--- src/include/adc_link_pkg.sv ---
// shared link constants
package adc_link_pkg;
    localparam int         ADDR_W     = 3;
    localparam int         DATA_W     = 16;
    localparam int         FRAME_BITS = 19;
    localparam logic [4:0] XFER_EDGE  = 5'h13;
    // register addresses on the link
    localparam logic [2:0] A_MAIN   = 3'h0;
    localparam logic [2:0] A_OFFSET = 3'h2;
    localparam logic [2:0] A_GAIN   = 3'h3;
    localparam logic [2:0] A_TEST   = 3'h5;
    localparam logic [2:0] A_DELAY  = 3'h7;
    // main, test and delay register bit positions
    localparam int B_STBY_I = 0;
    localparam int B_STBY_Q = 1;
    localparam int B_BINARY = 2;
    localparam int B_DEMUX  = 3;
    localparam int B_IN_LO  = 4;
    localparam int B_IN_HI  = 5;
    localparam int B_CK_LO  = 6;
    localparam int B_CK_HI  = 7;
    localparam int B_DECIM  = 8;
    localparam int B_RSVD   = 9;
    localparam int B_CAL_LO = 10;
    localparam int B_CAL_HI = 11;
    localparam int B_WAIT_B = 12;
    localparam int B_WAIT_A = 13;
    localparam int B_RATE   = 14;
    localparam int B_TRANSP = 4;
    localparam int DLY_I_LSB = 0;
    localparam int DLY_Q_LSB = 3;
    // values after reset
    localparam logic [15:0] MAIN_RST   = 16'h00b4;
    localparam logic [15:0] OFFSET_RST = 16'h8080;
    localparam logic [15:0] GAIN_RST   = 16'h0080;
    localparam logic [15:0] TEST_RST   = 16'h0000;
    localparam logic [15:0] DELAY_RST  = 16'h0424;
    // delay code scaling in picoseconds
    localparam int DLY_STEP_PS   = 140;
    localparam int DLY_ZERO_CODE = 4;
    // calibration lengths in primary clock periods
    localparam int CAL_500 = 10112;
    localparam int CAL_250 = 6016;
    localparam int CAL_125 = 3968;
    localparam int CAL_LOW = 2944;
    // host rate thresholds, sclk half period
    localparam int RATE_HI    = 500;
    localparam int RATE_MID   = 250;
    localparam int RATE_LO    = 125;
    localparam int SCLK_HALF  = 4;
    localparam logic [2:0] R_ADDR = 3'h0;
    localparam logic [2:0] R_DATA = 3'h1;
    localparam logic [2:0] R_GO   = 3'h2;
    localparam logic [2:0] R_STAT = 3'h3;
    localparam logic [2:0] R_IRQ  = 3'h4;
    localparam logic [2:0] R_MASK = 3'h5;
    localparam int IRQ_DONE   = 0;
    localparam int IRQ_CAL    = 1;
    localparam int IRQ_REFUSE = 2;
    typedef enum logic [1:0] {CK_OWN, CK_PRIMARY, CK_INVERTED} clk_route_t;
endpackage

--- src/include/adc_serial_if.sv ---
// three-wire write link plus calibration busy line
`timescale 1ns/1ps
interface adc_serial_if;
    logic sclk;
    logic sldn;
    logic sdata;
    logic cal_busy;
    modport device (input sclk, input sldn, input sdata, output cal_busy);
    modport host (output sclk, output sldn, output sdata, input cal_busy);
endinterface

--- src/logic/adc_ctrl_decode.sv ---
// converter end: link receiver and decode
//
// Design decision made here: the strobed register port.
`timescale 1ns/1ps

// Behaviour
// - bits 1:0 select full, I, Q standby
// - bits 5:4 route analog inputs
// - bits 7:6 route sampling clocks
// - bits 11:10 start, keep or disable calibration
// - held calibration uses last results or defaults
// - manual mode uses offset, gain registers
// - host sets wait bits by sample rate
// - bit 14 sets ready rate in 1:2
// - host always writes bit 9 zero
// - no shared clocks while only channel I in standby
// - prefer Q standby over I standby
// - gray overrange zeroes bits 6:0
// - one overrange flag in 1:2
// - delay field shifts ready clock -560..+420 ps
// - test bit 4 bypasses track/hold
// - 3 address then 16 data bits, MSB first
// - busy output high throughout calibration
module adc_ctrl_decode
    import adc_link_pkg::*;
#(
    parameter int CAL_CYC_500 = CAL_500,
    parameter int CAL_CYC_250 = CAL_250,
    parameter int CAL_CYC_125 = CAL_125,
    parameter int CAL_CYC_LOW = CAL_LOW
) (
    input  wire logic         clock,
    input  wire logic         reset,
    adc_serial_if.device      link,
    input  wire logic [15:0]  cal_offset_result,
    input  wire logic [15:0]  cal_gain_result,
    input  wire logic         raw_oor_i,
    input  wire logic         raw_oor_q,
    output logic              standby_i,
    output logic              standby_q,
    output logic              conv_i_takes_q,
    output logic              conv_q_takes_i,
    output clk_route_t        clk_route,
    output logic              binary_out,
    output logic              demux_1to2,
    output logic              decimation,
    output logic              ready_rate_div4,
    output logic              transparent_mode,
    output logic signed [10:0] ready_delay_i_ps,
    output logic signed [10:0] ready_delay_q_ps,
    output logic [15:0]       offset_comp,
    output logic [15:0]       gain_comp,
    output logic              out_of_range_flag_i,
    output logic              out_of_range_flag_q
);

    ////////////////////////////////////////////////////////////////////
    // delay code to signed picoseconds
    function automatic logic signed [10:0] delay_ps(input logic [2:0] code);
        int v;
        v = (int'(code) - DLY_ZERO_CODE) * DLY_STEP_PS;
        return v[10:0];
    endfunction

    // calibration length from wait bits
    function automatic logic [13:0] cal_len(input logic [1:0] ab);
        int v;
        case (ab)
            2'b11:   v = CAL_CYC_500;
            2'b10:   v = CAL_CYC_250;
            2'b01:   v = CAL_CYC_125;
            default: v = CAL_CYC_LOW;
        endcase
        return v[13:0];
    endfunction

    ////////////////////////////////////////////////////////////////////
    // link inputs come from another domain
    logic [2:0]  sclk_sync_ff;
    logic [1:0]  sldn_sync_ff;
    logic [1:0]  sdata_sync_ff;
    logic        sclk_rise;

    // two flops each; third finds sclk edges
    always_ff @(posedge clock or posedge reset) begin
        if (reset) begin
            sclk_sync_ff  <= 3'b000;
            sldn_sync_ff  <= 2'b11;
            sdata_sync_ff <= 2'b00;
        end else begin
            sclk_sync_ff  <= {sclk_sync_ff[1:0], link.sclk};
            sldn_sync_ff  <= {sldn_sync_ff[0], link.sldn};
            sdata_sync_ff <= {sdata_sync_ff[0], link.sdata};
        end
    end

    assign sclk_rise = sclk_sync_ff[1] & ~sclk_sync_ff[2];

    ////////////////////////////////////////////////////////////////////
    // frame receiver
    logic        armed_ff;
    logic [4:0]  bit_cnt_ff;
    logic [18:0] shift_ff;
    logic        wr_stb_ff;
    logic [2:0]  wr_addr_ff;
    logic [15:0] wr_data_ff;

    // a frame needs one idle edge first; a high sldn aborts it
    always_ff @(posedge clock or posedge reset) begin
        if (reset) begin
            armed_ff   <= 1'b0;
            bit_cnt_ff <= 5'h00;
            shift_ff   <= '0;
            wr_stb_ff  <= 1'b0;
            wr_addr_ff <= 3'h0;
            wr_data_ff <= 16'h0000;
        end else begin
            wr_stb_ff <= 1'b0;
            if (sclk_rise) begin
                if (sldn_sync_ff[1]) begin
                    armed_ff   <= 1'b1;
                    bit_cnt_ff <= 5'h00;
                end else if (armed_ff) begin
                    if (bit_cnt_ff == XFER_EDGE) begin
                        // 20th edge: parallel transfer
                        wr_stb_ff  <= 1'b1;
                        wr_addr_ff <= shift_ff[18:16];
                        wr_data_ff <= shift_ff[15:0];
                        armed_ff   <= 1'b0; // extra edges ignored
                    end else begin
                        shift_ff   <= {shift_ff[17:0], sdata_sync_ff[1]};
                        bit_cnt_ff <= bit_cnt_ff + 5'h01;
                    end
                end
            end
        end
    end

    ////////////////////////////////////////////////////////////////////
    // register bank; writes are inhibited while calibrating
    logic [15:0] main_ff;
    logic [15:0] offset_ff;
    logic [15:0] gain_ff;
    logic [15:0] test_ff;
    logic [15:0] delay_ff;
    logic        cal_busy_ff;
    logic        wr_ok;

    assign wr_ok = wr_stb_ff & ~cal_busy_ff;

    always_ff @(posedge clock or posedge reset) begin
        if (reset) begin
            main_ff   <= MAIN_RST;
            offset_ff <= OFFSET_RST;
            gain_ff   <= GAIN_RST;
            test_ff   <= TEST_RST;
            delay_ff  <= DELAY_RST;
        end else if (wr_ok) begin
            // other addresses dropped
            if (wr_addr_ff == A_MAIN) begin
                main_ff <= wr_data_ff;
            end else if (wr_addr_ff == A_OFFSET) begin
                offset_ff <= wr_data_ff;
            end else if (wr_addr_ff == A_GAIN) begin
                gain_ff <= wr_data_ff;
            end else if (wr_addr_ff == A_TEST) begin
                test_ff <= wr_data_ff;
            end else if (wr_addr_ff == A_DELAY) begin
                delay_ff <= wr_data_ff;
            end
        end
    end

    ////////////////////////////////////////////////////////////////////
    // calibration timer
    logic        cal_start;
    logic [13:0] cal_cnt_ff;
    logic [15:0] cal_off_ff;
    logic [15:0] cal_gain_ff;

    // both calibration bits set start a phase
    assign cal_start = wr_ok && wr_addr_ff == A_MAIN
                    && wr_data_ff[B_CAL_HI] && wr_data_ff[B_CAL_LO];

    always_ff @(posedge clock or posedge reset) begin
        if (reset) begin
            cal_busy_ff <= 1'b0;
            cal_cnt_ff  <= 14'h0000;
        end else if (cal_start) begin
            cal_busy_ff <= 1'b1;
            cal_cnt_ff  <= cal_len(wr_data_ff[B_WAIT_A:B_WAIT_B]);
        end else if (cal_busy_ff) begin
            cal_cnt_ff <= cal_cnt_ff - 14'h0001;
            if (cal_cnt_ff == 14'h0001) begin
                cal_busy_ff <= 1'b0;
            end
        end
    end

    // reset defaults until a phase ends
    always_ff @(posedge clock or posedge reset) begin
        if (reset) begin
            cal_off_ff  <= OFFSET_RST;
            cal_gain_ff <= GAIN_RST;
        end else if (cal_busy_ff && cal_cnt_ff == 14'h0001) begin
            cal_off_ff  <= cal_offset_result;
            cal_gain_ff <= cal_gain_result;
        end
    end

    assign link.cal_busy = cal_busy_ff;

    ////////////////////////////////////////////////////////////////////
    // decoded controls, registered
    always_ff @(posedge clock or posedge reset) begin
        if (reset) begin
            standby_i        <= 1'b0;
            standby_q        <= 1'b0;
            conv_i_takes_q   <= 1'b0;
            conv_q_takes_i   <= 1'b0;
            clk_route        <= CK_OWN;
            binary_out       <= 1'b0;
            demux_1to2       <= 1'b0;
            decimation       <= 1'b0;
            ready_rate_div4  <= 1'b0;
            transparent_mode <= 1'b0;
        end else begin
            standby_i      <= main_ff[B_STBY_I];
            standby_q      <= main_ff[B_STBY_Q];
            conv_i_takes_q <= ~main_ff[B_IN_HI];
            conv_q_takes_i <= main_ff[B_IN_HI] & ~main_ff[B_IN_LO];
            if (!main_ff[B_CK_HI]) begin
                clk_route <= CK_INVERTED;
            end else if (!main_ff[B_CK_LO]) begin
                clk_route <= CK_PRIMARY;
            end else begin
                clk_route <= CK_OWN;
            end
            // calibration forces binary, 1:1 and decimation on
            binary_out      <= main_ff[B_BINARY] | cal_busy_ff;
            demux_1to2      <= main_ff[B_DEMUX] & ~cal_busy_ff;
            decimation      <= main_ff[B_DECIM] | cal_busy_ff;
            ready_rate_div4 <= main_ff[B_RATE] & main_ff[B_DEMUX]
                             & ~cal_busy_ff;
            transparent_mode <= test_ff[B_TRANSP];
        end
    end

    // ready clock shift and compensation source
    always_ff @(posedge clock or posedge reset) begin
        if (reset) begin
            ready_delay_i_ps <= '0;
            ready_delay_q_ps <= '0;
            offset_comp      <= OFFSET_RST;
            gain_comp        <= GAIN_RST;
        end else begin
            ready_delay_i_ps <= delay_ps(delay_ff[DLY_I_LSB +: 3]);
            ready_delay_q_ps <= delay_ps(delay_ff[DLY_Q_LSB +: 3]);
            if (!main_ff[B_CAL_HI] && !main_ff[B_CAL_LO]) begin
                offset_comp <= offset_ff;
                gain_comp   <= gain_ff;
            end else begin
                offset_comp <= cal_off_ff;
                gain_comp   <= cal_gain_ff;
            end
        end
    end

    ////////////////////////////////////////////////////////////////////
    // overrange: one flag for both ports in 1:2
    always_ff @(posedge clock or posedge reset) begin
        if (reset) begin
            out_of_range_flag_i <= 1'b0;
            out_of_range_flag_q <= 1'b0;
        end else if (demux_1to2) begin
            out_of_range_flag_i <= raw_oor_i | raw_oor_q;
            out_of_range_flag_q <= raw_oor_i | raw_oor_q;
        end else begin
            out_of_range_flag_i <= raw_oor_i;
            out_of_range_flag_q <= raw_oor_q;
        end
    end

endmodule

--- src/flat_wrapper.sv ---
// flat-port wrapper written by rule: the top's interface ports become plain ports
module adc_ctrl_decode_flat import adc_link_pkg::*;
#(
    parameter int CAL_CYC_500 = CAL_500,
    parameter int CAL_CYC_250 = CAL_250,
    parameter int CAL_CYC_125 = CAL_125,
    parameter int CAL_CYC_LOW = CAL_LOW
)
  (clock, reset, cal_offset_result, cal_gain_result, raw_oor_i, raw_oor_q, standby_i, standby_q, conv_i_takes_q, conv_q_takes_i, clk_route, binary_out, demux_1to2, decimation, ready_rate_div4, transparent_mode, ready_delay_i_ps, ready_delay_q_ps, offset_comp, gain_comp, out_of_range_flag_i, out_of_range_flag_q, link_sclk, link_sldn, link_sdata, link_cal_busy);
  adc_serial_if link_i ();
  input  wire logic clock;
  input  wire logic reset;
  input  wire logic [15:0] cal_offset_result;
  input  wire logic [15:0] cal_gain_result;
  input  wire logic raw_oor_i;
  input  wire logic raw_oor_q;
  output logic standby_i;
  output logic standby_q;
  output logic conv_i_takes_q;
  output logic conv_q_takes_i;
  output clk_route_t clk_route;
  output logic binary_out;
  output logic demux_1to2;
  output logic decimation;
  output logic ready_rate_div4;
  output logic transparent_mode;
  output logic signed [10:0] ready_delay_i_ps;
  output logic signed [10:0] ready_delay_q_ps;
  output logic [15:0] offset_comp;
  output logic [15:0] gain_comp;
  output logic out_of_range_flag_i;
  output logic out_of_range_flag_q;
  input wire logic [$bits(link_i.sclk)-1:0] link_sclk;
  input wire logic [$bits(link_i.sldn)-1:0] link_sldn;
  input wire logic [$bits(link_i.sdata)-1:0] link_sdata;
  output wire logic [$bits(link_i.cal_busy)-1:0] link_cal_busy;
  assign link_i.sclk = link_sclk;
  assign link_i.sldn = link_sldn;
  assign link_i.sdata = link_sdata;
  assign link_cal_busy = link_i.cal_busy;
  adc_ctrl_decode #(.CAL_CYC_500(CAL_CYC_500), .CAL_CYC_250(CAL_CYC_250), .CAL_CYC_125(CAL_CYC_125), .CAL_CYC_LOW(CAL_CYC_LOW)) u_core (.clock(clock), .reset(reset), .link(link_i), .cal_offset_result(cal_offset_result), .cal_gain_result(cal_gain_result), .raw_oor_i(raw_oor_i), .raw_oor_q(raw_oor_q), .standby_i(standby_i), .standby_q(standby_q), .conv_i_takes_q(conv_i_takes_q), .conv_q_takes_i(conv_q_takes_i), .clk_route(clk_route), .binary_out(binary_out), .demux_1to2(demux_1to2), .decimation(decimation), .ready_rate_div4(ready_rate_div4), .transparent_mode(transparent_mode), .ready_delay_i_ps(ready_delay_i_ps), .ready_delay_q_ps(ready_delay_q_ps), .offset_comp(offset_comp), .gain_comp(gain_comp), .out_of_range_flag_i(out_of_range_flag_i), .out_of_range_flag_q(out_of_range_flag_q));
endmodule
--- config.mk ---
export PLATFORM = sky130hd
export DESIGN_NAME = adc_ctrl_decode_flat
export DESIGN_NICKNAME = d
export VERILOG_FILES = /design/src/include/adc_link_pkg.sv /design/src/include/adc_serial_if.sv /design/src/logic/adc_ctrl_decode.sv /design/src/flat_wrapper.sv
export SDC_FILE = /design/constraint.sdc
export NUM_CORES = 1
export LEC_CHECK = 0
export ABC_CLOCK_PERIOD_IN_PS = 7400
export BUFFER_PORTS_ARGS = -buffer_cell sky130_fd_sc_hd__buf_2
export CORE_MARGIN = 1
export CORE_UTILIZATION = 35
export DETAILED_ROUTE_END_ITERATION = 10
export SYNTH_ARGS = -nofsm -noshare
export SYNTH_HDL_FRONTEND = slang
export SYNTH_SLANG_ARGS = --single-unit
--- constraint.sdc ---
create_clock -name clock -period 7.4 [get_ports clock]
set_input_delay 0 -clock clock [delete_from_list [all_inputs] [get_ports clock]]
set_output_delay 0 -clock clock [all_outputs]
set_load 0.02 [all_outputs]
==> key figures <==
STA
  – Worst-margin pin slew: between 1 and 1.5 ns
  – Clk_skew: between 0.01 and 0.015 ns
  – Setup TNS: 0 ns
  – Post-layout min period: ~2.6 ns
  – Crit share post-route: 0.355
  – Hold Vio Cnt, Final: 0
  – Slew Viols, Final: 0
  – RSZ-0062 raised after global routing: no
  – Final setup fails: 0
  – Fmax: about 0.38 GHz
  – Final setup margin: about 4.8 ns
  – Hold_ws: 0.141 ns
  – Worst rel slew slack: 0.250

Placed design
  – Post-DP Area: 9370 um^2
  – PortBufs: around 100
  – RD Place Congestion: between 0.8 and 0.9
  – Setup WS pre-CTS: around 4.7 ns
  – Dpl hpwl: around 10 mm

Finish
  – Most frequent cells in the layout: dfrtp_1 (196), mux2_2 (138), buf_2 (102)
  – N_diodes: 0
  – Leading cell type in the layout, fill and taps excluded: dfrtp_1
  – Final instance area: around 11,000 um^2
  – Fin nets: a little under 800
  – Synthesis-to-finish area growth: 24.6%
  – Layout cells sized above 1: 0.423

Drt
  – Number of iterations in the first detailed-routing pass: 4
  – Final ANT Viol Nets: 0
  – WL/cell: ~15 um
  – Via count: 4,772
  – Final WL: about 16 mm
  – DR vias/cell: about 4.5
  – Residual DRC: 0
  – Initial drt markers: between 200 and 250

Pwr
  – Leak pwr: roughly 5.4 nW
  – Comb power frac: 0.030
  – PD cells: between 200 and 250 nW/um^2
  – Sw Share: 0.197
  – Sequential share of power: 0.465
  – Sw Pwr: 0.508 mW
  – Peak supply drop: around 0.00017 V
  – Pwr Total: ~2.6 mW
  – Int Pwr: between 2 and 2.5 mW
  – Clk pwr share: 0.505

Logic synthesis
  – Cell area after synthesis: about 8500 um^2
  – Synth Area in Compound Gates: 0.0168
  – Avg Inst Size Synth: 15.0 um^2
  – Count of different cell masters after synthesis: between 50 and 60
  – Largest family of logic cells by synthesized area: multiplexers
  – Syn. warnings: 0
  – Asr flop ratio synth: 1.00
  – Post-Synth Adder-Cell Area: 0.0507
  – Cells after Synth: 570
  – Synth Area in Simple Gates: 0.0570
  – Xor/xnor share of the synthesized area: 0.0215
  – Seq/Total Area, Yosys: 0.627
  – Multiplexer share of the synthesized area: 0.201
  – Top_reg_cell synth: dfrtp_1
  – Seq cells post-synth: 213
  – Number of synthesized flops with an enable pin: 0

Setup path
  – Crit-path max FO: 32
  – Reg2reg start: u_core.link.cal_busy
  – Critical path class: reg2reg
  – Setup crit end kind: register
  – Arr. time, crit path: around 3 ns
  – FF-to-FF path depth: 3
  – Setup crit start kind: register
  – Reg-to-Reg End: u_core.cal_gain_ff[0]
  – Reg2reg setup slack: around 4.8 ns
  – Critical path required time: 7.78 ns

Global route
  – Gr usage total: 0.134
  – Global route overflow: 0
  – First-pass GRT wire length: 26.3 mm
  – Largest net degree at the start of global routing: between 100 and 150
  – Initial antenna violation count: 0
  – Vias in the first global route: approximately 5,100

Die
  – Die Span X: 158 um
  – Standard-cell rows: 56
  – I/O Pins: 107
  – Die ar.: roughly 25,000 um^2
  – Core Region: around 24,000 um^2
  – Die Y: 158 um
  – Initial Util: 0.361

Min path
  – Worst Hold Class: in2reg
  – Hold endpoint: u_core.sclk_sync_ff[0]
  – Hold Startpoint: link_sclk
  – Worst Hold Depth: 2

Clock tree
  – Clock Tree Buf Depth: 3
  – CTS buffer count: 23
  – Clock Sinks: around 210
  – Post-CTS Resized: 0
  – Setup bufs post-CTS: 0
  – CTS clk-pin slew, worst paths: roughly 0.060 ns
  – Clk Latency, worst-skew pair: 0.51 ns
  – Root Driver: clkbuf_16
  – H-tree depth: 1
  – Hold buffers post-CTS: 39
  – CTS tree: done

Job
  – MaxCap Viol Count: 0

Run status
  – Status: finished, final reports clean
power by group through the flow:
| stage | sequential [mW] | clock, mW | combinational, mW |
|---|---|---|---|
| floorplan | 1.22 | 0 | 0.0426 |
| global placement | 1.22 | 0 | 0.0601 |
| detailed placement | 1.22 | 0 | 0.0630 |
| CTS | 1.20 | 1.35 | 0.0789 |
| global route | 1.20 | 1.39 | 0.0865 |
| finish | 1.20 | 1.30 | 0.0761 |
cells in the mapped netlist, types with 3 or more instances:
cell type	instances	area, um^2
a21oi_1	5	25.0
inv_1	25	93.8
nor2_1	18	67.6
xnor2_1	15	131
ha_1	25	313
nand4_1	3	18.8
nand2_1	15	56.3
fa_1	6	120
mux2_1	13	146
xor2_1	6	52.6
nor4_1	4	25.0
clkbuf_1	8	30.0
mux2_2	138	1550
buf_2	6	30.0
dfrtp_1	196	4900
buf_4	7	52.6
dfstp_2	17	447
o21ai_0	7	35.0
nor2b_1	4	25.0
nor3_1	5	25.0
nand3_1	5	25.0
flip-flops by register name (all words and copies together), names as in the netlist, 12 cells and up:
register,flops
u_core.cal_cnt_ff,14
u_core.cal_gain_ff,16
u_core.cal_off_ff,16
u_core.gain_comp,16
u_core.gain_ff,16
u_core.main_ff,12
u_core.offset_comp,16
u_core.offset_ff,16
u_core.shift_ff,19
u_core.wr_data_ff,16
cells by family after synthesis:
group           after synthesis
fa+ha+maj                    31
mux                         153
xor+xnor                     21
simple gates                 81
buf+inv                      47
flops                       213
compound gates               23
other cells                   1
cell type report:
cell class,instances,area (um^2)
Inverter,25,101
Clock inverter,13,248
Clock buffer,29,628
Multi-Input combinational cell,313,3000
Sequential cell,213,5350
Tap cell,319,399
Fill cell,2152,13000
Timing Repair Buffer,143,916
metal layers:
metal	GRT usage	vias up	wire length [um]	part of all wire
met1	0.178	2386	7530	0.47
met3	0.0222	27	633	0.039
met2	0.220	104	7550	0.47
li1	-	2255	-	-
met5	0	-	0	0
met4	0.0453	0	319	0.020
metrics by stage:
step            util  instances
2_1_floorplan      -        573
5_1_grt        0.449       1055
3_3_place_gp   0.396        974
3_5_place_dp   0.396        974
4_1_cts        0.449       1055
6_report       0.449       1055
critical path: stages, from the launching register on:
cell and delay, ns:
dfrtp_1 0.66, or3b_1 0.50, nor2_4 0.90, mux2_2 0.43
worst max-delay path by stage:
stage          slack, ns                endpoint  cells past startpoint            startpoint
4_1_cts             4.73   u_core.cal_gain_ff[0]                      3  u_core.link.cal_busy
2_1_floorplan       1.61         u_core.armed_ff                      1                 reset
6_report            4.77   u_core.cal_gain_ff[0]                      3  u_core.link.cal_busy
5_1_grt             4.57   u_core.cal_gain_ff[0]                      4  u_core.cal_cnt_ff[6]
3_3_place_gp        4.85    u_core.cal_off_ff[1]                      3  u_core.link.cal_busy
3_5_place_dp        4.75  u_core.cal_gain_ff[10]                      3  u_core.link.cal_busy
(Power assumes the default switching activity.)
